**src/fspc_map.vh**
```
// fspc_map.vh: register offsets, field positions, reset values and timing counts
// for the flash self programming controller; included by both design files.
`ifndef FSPC_MAP_VH
`define FSPC_MAP_VH
// ************************************************************
// register offsets (byte addresses)
// ************************************************************
`define FSPC_OFF_MODE      12'h000
`define FSPC_OFF_ADDR      12'h004
`define FSPC_OFF_DATA      12'h008
`define FSPC_OFF_CMD       12'h00C
`define FSPC_OFF_STATUS    12'h010
`define FSPC_OFF_SECURITY  12'h014
// ************************************************************
// fields
// ************************************************************
`define FSPC_MODE_SPM_BIT  0
`define FSPC_CMD_WRITE     2'h1
`define FSPC_CMD_ERASE     2'h2
`define FSPC_CMD_VERIFY    2'h3
`define FSPC_ST_BUSY       0
`define FSPC_ST_ERR        1
`define FSPC_ST_SEC_ACT    2
`define FSPC_ST_ADDR_ERR   3
// ************************************************************
// reset values and sizes
// ************************************************************
`define FSPC_BLANK         8'hFF
`define FSPC_AW            8
`define FSPC_DEPTH         256
`define FSPC_BLK_BITS      4
// ************************************************************
// timing: program and erase times, one cycle of clk_sys is 40 ns
// ************************************************************
`define FSPC_CLK_NS        40
`define FSPC_WRITE_NS      400
`define FSPC_ERASE_NS      1600
`define FSPC_WRITE_CYC     (`FSPC_WRITE_NS / `FSPC_CLK_NS)
`define FSPC_ERASE_CYC     (`FSPC_ERASE_NS / `FSPC_CLK_NS)
`endif

```
**src/fspc_top.v**
```verilog
// fspc_top.v: flash self programming controller with an APB register slave.
// assumes an on-chip cpu as APB master, stalled by cpu_stall_o, whose
// interrupt controller honours irq_hold_o.
//
// Summary of operation
// - batch-erase security rejects every later erase
// - secured write cannot change programmed bits
// - security setting applies at next mode entry
// - cpu stalled while a command runs
// - interrupts held pending until mode exits
// - controller never touches ram during commands
// - block erase leaves every byte blank
// - pins held as in halt mode
// - reset mid-command leaves contents unguaranteed
`timescale 1ns/1ns
`default_nettype none
`include "fspc_map.vh"
module fspc_top (
  input  wire        clk_sys,
  input  wire        arst_n,
  input  wire        psel,
  input  wire        penable,
  input  wire        pwrite,
  input  wire [11:0] paddr,
  input  wire [31:0] pwdata,
  output wire [31:0] prdata,
  output wire        pready,
  output wire        pslverr,
  output wire        cpu_stall_o,
  output wire        irq_hold_o,
  output wire        pin_halt_hold_o,
  output wire        ram_req_o
);
  // ************************************************************
  // states
  // ************************************************************
  localparam [1:0] ST_IDLE  = 2'd0;
  localparam [1:0] ST_READ  = 2'd1;
  localparam [1:0] ST_RUN   = 2'd2;

  reg         spm_q;
  reg  [7:0]  addr_hi_q;
  reg  [7:0]  addr_q;
  reg  [7:0]  data_q;
  reg         sec_pend_q;
  reg         sec_act_q;
  reg         err_q;
  reg         addr_err_q;
  reg  [1:0]  state_q;
  reg  [1:0]  cmd_q;
  reg  [7:0]  ptr_q;
  reg  [7:0]  cnt_q;
  reg  [7:0]  rd_q;
  reg  [31:0] prdata_q;
  reg         ack_q;
  wire [7:0]  arr_rdata;
  reg         arr_we;
  reg  [7:0]  arr_wdata;

  wire setup    = psel & ~penable;
  wire wr_setup = setup & pwrite;
  wire busy     = (state_q != ST_IDLE);
  wire mapped   = (paddr == `FSPC_OFF_MODE) || (paddr == `FSPC_OFF_ADDR) ||
                  (paddr == `FSPC_OFF_DATA) || (paddr == `FSPC_OFF_CMD) ||
                  (paddr == `FSPC_OFF_STATUS) || (paddr == `FSPC_OFF_SECURITY);
  wire [7:0] blk_first = {ptr_q[7:`FSPC_BLK_BITS], 4'h0};
  wire [7:0] blk_last  = {ptr_q[7:`FSPC_BLK_BITS], 4'hF};

  // ************************************************************
  // apb slave: answers in the access phase; busy stretches via pready
  // ************************************************************
  // stall holds bus
  assign pready  = psel & penable & ~busy;
  assign pslverr = psel & penable & ~busy & ~mapped;
  assign prdata  = prdata_q;

  assign cpu_stall_o     = busy;
  assign irq_hold_o      = spm_q;
  assign pin_halt_hold_o = spm_q;
  assign ram_req_o       = 1'b0;

  always @(posedge clk_sys or negedge arst_n) begin
    if (!arst_n) begin
      prdata_q <= 32'h0000_0000;
      ack_q    <= 1'b0;
    end else begin
      ack_q <= 1'b0;
      if (setup && !pwrite) begin
        case (paddr)
          `FSPC_OFF_MODE:     prdata_q <= {31'h0000_0000, spm_q};
          `FSPC_OFF_ADDR:     prdata_q <= {16'h0000, addr_hi_q, addr_q};
          `FSPC_OFF_DATA:     prdata_q <= {24'h00_0000, rd_q};
          `FSPC_OFF_STATUS:   prdata_q <= {28'h000_0000, addr_err_q, sec_act_q,
                                           err_q, busy};
          `FSPC_OFF_SECURITY: prdata_q <= {31'h0000_0000, sec_pend_q};
          default:            prdata_q <= 32'h0000_0000;
        endcase
      end
    end
  end

  // ************************************************************
  // registers and command sequencer
  // ************************************************************
  always @(posedge clk_sys or negedge arst_n) begin
    if (!arst_n) begin
      spm_q      <= 1'b0;
      addr_hi_q  <= 8'h00;
      addr_q     <= 8'h00;
      data_q     <= 8'h00;
      sec_pend_q <= 1'b0;
      sec_act_q  <= 1'b0;
      err_q      <= 1'b0;
      addr_err_q <= 1'b0;
      // cut command dropped, cells left as is
      state_q    <= ST_IDLE;
      cmd_q      <= 2'd0;
      ptr_q      <= 8'h00;
      cnt_q      <= 8'h00;
      rd_q       <= 8'h00;
    end else begin
      case (state_q)
        ST_IDLE: begin
          if (wr_setup) begin
            case (paddr)
              `FSPC_OFF_MODE: begin
                spm_q <= pwdata[`FSPC_MODE_SPM_BIT];
                if (pwdata[`FSPC_MODE_SPM_BIT] && !spm_q) begin
                  sec_act_q <= sec_pend_q;
                end
              end
              `FSPC_OFF_ADDR: begin
                addr_q    <= pwdata[7:0];
                addr_hi_q <= pwdata[15:8];
              end
              `FSPC_OFF_DATA: data_q <= pwdata[7:0];
              // once set, the security setting is permanent until reset
              `FSPC_OFF_SECURITY: sec_pend_q <= sec_pend_q | pwdata[0];
              `FSPC_OFF_CMD: begin
                if (spm_q && pwdata[1:0] != 2'd0) begin
                  err_q      <= 1'b0;
                  addr_err_q <= 1'b0;
                  // upper pointer bits not cleared: command refused
                  if (addr_hi_q[7:4] != 4'h0) begin
                    addr_err_q <= 1'b1;
                  end else if (pwdata[1:0] == `FSPC_CMD_ERASE && sec_act_q) begin
                    err_q <= 1'b1;
                  end else begin
                    cmd_q   <= pwdata[1:0];
                    ptr_q   <= addr_q;
                    cnt_q   <= 8'h00;
                    state_q <= ST_READ;
                  end
                end
              end
              default: ;
            endcase
          end
        end
        ST_READ: begin
          // array read data valid; now run timed program or erase
          if (cmd_q == `FSPC_CMD_ERASE) begin
            ptr_q <= blk_first;
          end
          if (cmd_q == `FSPC_CMD_VERIFY) begin
            rd_q    <= arr_rdata;
            state_q <= ST_IDLE;
          end else if (cmd_q == `FSPC_CMD_WRITE && sec_act_q &&
                       (arr_rdata != `FSPC_BLANK) && (data_q != arr_rdata)) begin
            err_q   <= 1'b1;
            state_q <= ST_IDLE;
          end else begin
            state_q <= ST_RUN;
          end
        end
        ST_RUN: begin
          cnt_q <= cnt_q + 8'd1;
          if (cmd_q == `FSPC_CMD_WRITE) begin
            if (cnt_q == `FSPC_WRITE_CYC - 1) begin
              state_q <= ST_IDLE;
            end
          end else if (cnt_q == `FSPC_ERASE_CYC - 1) begin
            cnt_q <= 8'h00;
            if (ptr_q == blk_last) begin
              state_q <= ST_IDLE;
            end else begin
              ptr_q <= ptr_q + 8'd1;
            end
          end
        end
        default: state_q <= ST_IDLE;
      endcase
    end
  end

  // ************************************************************
  // array port: programming writes data_q as given, erase writes blank
  // ************************************************************
  always @* begin
    arr_we    = 1'b0;
    arr_wdata = `FSPC_BLANK;
    if (state_q == ST_RUN) begin
      if (cmd_q == `FSPC_CMD_WRITE) begin
        arr_we    = (cnt_q == `FSPC_WRITE_CYC - 1);
        arr_wdata = data_q;
      end else begin
        arr_we    = (cnt_q == `FSPC_ERASE_CYC - 1);
        arr_wdata = `FSPC_BLANK;
      end
    end
  end

  fspc_flash_array u_array (
    .clk_sys (clk_sys),
    .we      (arr_we),
    .addr    ((state_q == ST_IDLE) ? addr_q : ptr_q),
    .wdata   (arr_wdata),
    .rdata   (arr_rdata)
  );
endmodule // fspc_top
`default_nettype wire

```
**src/fspc_flash_array.v**
```verilog
// fspc_flash_array.v: model of the flash cell array, one byte per word.
// assumes the controller alone drives it; read data come out of a register.
`timescale 1ns/1ns
`default_nettype none
`include "fspc_map.vh"
module fspc_flash_array (
  input  wire       clk_sys,
  input  wire       we,
  input  wire [7:0] addr,
  input  wire [7:0] wdata,
  output reg  [7:0] rdata
);
  reg [7:0] mem [0:`FSPC_DEPTH-1];
  integer   i;

  // contents start blank; flash keeps them through a device reset
  initial begin
    for (i = 0; i < `FSPC_DEPTH; i = i + 1) begin
      mem[i] = `FSPC_BLANK;
    end
  end

  always @(posedge clk_sys) begin
    if (we) begin
      mem[addr] <= wdata;
    end
    rdata <= mem[addr];
  end
endmodule // fspc_flash_array
`default_nettype wire

```
**config.mk**
```make
export PLATFORM = sky130hd
export DESIGN_NAME = fspc_top
export DESIGN_NICKNAME = d
export VERILOG_FILES = /design/src/fspc_top.v /design/src/fspc_flash_array.v
export VERILOG_INCLUDE_DIRS = /design/src
export SDC_FILE = /design/constraint.sdc
export NUM_CORES = 2
export LEC_CHECK = 0
export BUFFER_PORTS_ARGS = -buffer_cell sky130_fd_sc_hd__buf_2
export CAP_MARGIN = 15
export CELL_PAD_IN_SITES_DETAIL_PLACEMENT = 1
export CELL_PAD_IN_SITES_GLOBAL_PLACEMENT = 1
export CORE_UTILIZATION = 29
export DETAILED_ROUTE_END_ITERATION = 6
export PLACE_DENSITY_LB_ADDON = 0.1
export SYNTH_ARGS = -nofsm -noshare
export SYNTH_HDL_FRONTEND = slang
export SYNTH_SLANG_ARGS = --single-unit
```
**constraint.sdc**
```tcl
create_clock -name clk_sys -period 8.5 [get_ports clk_sys]
set_clock_uncertainty 0.05 [all_clocks]
set_input_delay 0.425 -clock clk_sys [delete_from_list [all_inputs] [get_ports clk_sys]]
set_output_delay 0.425 -clock clk_sys [all_outputs]
set_load 0.05 [all_outputs]
```
==> flow_summary.ini <==
[global_routing]
grt_pass1_wl_um = 355000
grt_max_degree = 201
grtUsageMet1_pct = 23.8
grt_antenna_before_repair = 8
use_met3_pct = 2.17
grt_overflow_total = 0
grtUsageTotal_pct = 17.3
grt_pass1_vias = 45500
gr-max-usage-layer = met2
grt_use_met2_pct = 29.0

[floorplanning]
fp.dieArea_um2 = 289000
ios = 87
fp.dieW_um = 538
start_util_pct = 29.2
core_region_area_um2 = 285000
die_height_um = 538
rows = 196

[status]
failed_checks = slew limit
outcome = finished, violations left

[pwr]
p_leak_nw = 36.0
power_density_nw_per_um2 = 225
max-vdd-ir-drop_v = 0.000197

[drt]
avgViaCountPerCell = 4.94
drtPass1Iterations = 5
wl_um = 252000
drt_iter0_drc = 2886
vias = 42700
ant_nets = 0
wl_per_cell_um = 29.1
drcViolationCount = 0

[timing]
rsz0062_at_grt = no
finalCriticalPeriod_ns = 5.09
max_slew.worst_pin.slew_ns = 1.54
relSlewSlack_pct = -2.91
max_freq_ghz = 0.196
tns_ns = 0
hold_viol = 0
period_share_pct = 59.9
slew_viol_final = 44
setup_violations = 0

[yosys]
synth_mux_area_share_pct = 11.6
synth_flop_cell = edfxtp_1
synth_top_family_by_area = multiplexers
synth-edff-count = 2048
seq_area_frac_synth_pct = 76.2
async_flop_share_pct = 3.43
synth_top_cells_by_area = edfxtp_1 74%, mux4_2 9.5%, nand2_1 2.3%, dfrtp_1 2.2%, a22oi_1 1.8%
syn_area_um2 = 83300
synth_area_leader_cell = edfxtp_1
synth_seq_cells = 2129
synth_compound_area_share_pct = 4.03
syn_avg_cell_area_um2 = 18.3
ys.warnings.count = 0
synth_fa_ha_area_share_pct = 0.120
synthSimpleGateAreaFrac_pct = 6.04
synthCells = 4553
synth_cell_types = 63
synth_xor_area_share_pct = 0.0841
synth_top_area_share_pct = 73.8

[clock_network]
htreeDepth = 4
cts.sinks = 2129
clockBufferDepth = 4
cts_tree = built
clk_latency_ns = 0.91
cts-root-buf = clkbuf_16
path_clk_slew_ns = 0.06
cts_resized = 0
cts_buffers = 245

[worst_setup_path]
r2r_setup_slack_ns = 3.41
cp-end-kind = register
critPathLaunchType = register
path_max_fanout = 80
worstSetupPathType = register to register
critPathRequiredTime_ns = 9.13
worstPathArrival_ns = 5.72

[placement]
gp_congestion = 0.747
port-buffer-count = 53
detailed_place_hpwl_um = 150000

[final_layout]
finish.utilization_pct = 33.5
area_growth_pct = 14.7
fin_nets = 4754
drive_gt1_share_pct = 18.7
fillers = 28600

[min_path]
hp-class = primary input to register

[run]
max_cap_viol_count = 0
[flip-flops by register name (all words and copies together) (netlist names), 2 cells and up]
signal and count:
addr_hi_q 8, state_q 2, prdata 16, data_q 8
rd_q 8, cnt_q 8, u_array.rdata 8, ptr_q 8
cmd_q 2, addr_q 8, u_array.mem 2048
[timing repair]
item	4_1_cts	5_1_grt
hold buffers	20	0
setup buffers	0	0
hold endpoints to repair	102	0
[power breakdown]
group | total [W] | leakage, nW | switching (W) | internal (W)
registers | 0.0113 | 25.3 | 0.00000197 | 0.0113
clock network | 0.00994 | 3.62 | 0.00424 | 0.00569
logic | 0.000193 | 7.12 | 0.000141 | 0.0000528
total | 0.0215 | 36.0 | 0.00439 | 0.0171
[cell usage in the layout (no fill, tap or decap), drive strengths merged, types with 7 or more instances in the layout]
cell         count
a21oi           15
nand4           63
nor2           282
clkbuf         319
nand3b           7
o31a             9
nand2          502
conb            17
xnor2            8
or3b             7
nand3          203
mux2i          132
edfxtp        2048
nor3            10
clkinv          91
and4            16
ha               8
dlygate4sd3     20
a22oi          198
and3            22
mux2            37
mux4           353
a221oi          64
o2111ai          8
a31oi           25
dfxtp            8
dfrtp           73
buf            143
bufinv          12
or2             10
inv             21
o21ai           47
o41ai           17
a311oi          32
[logic make-up after synthesis]
kind of cell,Yosys count
fa+ha+maj,8
flops,2129
other cells,1
mux,522
compound gates,443
simple gates,1145
xor+xnor,8
buf+inv,297
[worst max-delay path, stage by stage, from the launching register on]
cell       delay (ns)
dfrtp_1          0.42
inv_1            0.12
ha_2             0.23
buf_4            0.47
mux2_8           0.54
buf_12           0.40
mux4_2           0.39
a22oi_1          0.49
nand4_1          0.51
o21ai_1          0.54
o31a_1           0.28
o2111ai_1        0.16
[cell usage after synthesis, drive strengths merged (16+ instances only)]
| cell | instances |
|---|---|
| a221oi | 64 |
| buf | 152 |
| nor2 | 282 |
| nand2 | 502 |
| and3 | 22 |
| edfxtp | 2048 |
| a311oi | 32 |
| mux4 | 353 |
| mux2i | 132 |
| a22oi | 198 |
| a31oi | 25 |
| nand4 | 63 |
| dfrtp | 73 |
| clkbuf | 130 |
| o41ai | 17 |
| and4 | 16 |
| o21ai | 47 |
| nand3 | 203 |
| mux2 | 37 |
[routing by layer]
layer	vias up	wire, um
li1	18600	-
met1	23000	115000
met3	314	8900
met5	-	0
met4	0	5690
met2	763	122000
[layout make-up]
class                   count  area (um^2)  share of cell area [%]
well taps                3762         4710                    4.93
clock buffers             319         6500                    6.80
multi-input cells        2143        18500                    19.4
repair buffers            163         1360                    1.42
diodes                      4         10.0                  0.0105
inverters                  15         56.3                  0.0589
clock inverters           113          880                   0.921
flip-flops and latches   2129        63500                    66.5
[through the flow]
stage                     power (W)  worst slack [ns]  hold slack [ns]  cells  cell area (um^2)
final                        0.0215              3.41           0.0738   8648             95500
after global routing         0.0221              3.23           0.0738   8646             95500
after CTS                    0.0218              3.39           0.0109   8643             95500
after detailed placement     0.0117              3.43            0.415   8191             87900
after global placement       0.0117              3.14            0.409   8190             87900
after floorplan              0.0117              5.10           0.0794   4569             83400
[final timing paths]
kind                       startpoint               end  depth (start not counted)
max reg2reg                state_q[0]  u_array.rdata[0]                         11
min reg2reg                prdata[13]        prdata[13]                          2
max in group asynchronous      arst_n           rd_q[1]                          2
min                          paddr[3]         prdata[0]                          4
max                        state_q[0]  u_array.rdata[0]                         11
min in group asynchronous      arst_n          cnt_q[0]                          2
Power figures use the tool's default switching activity.
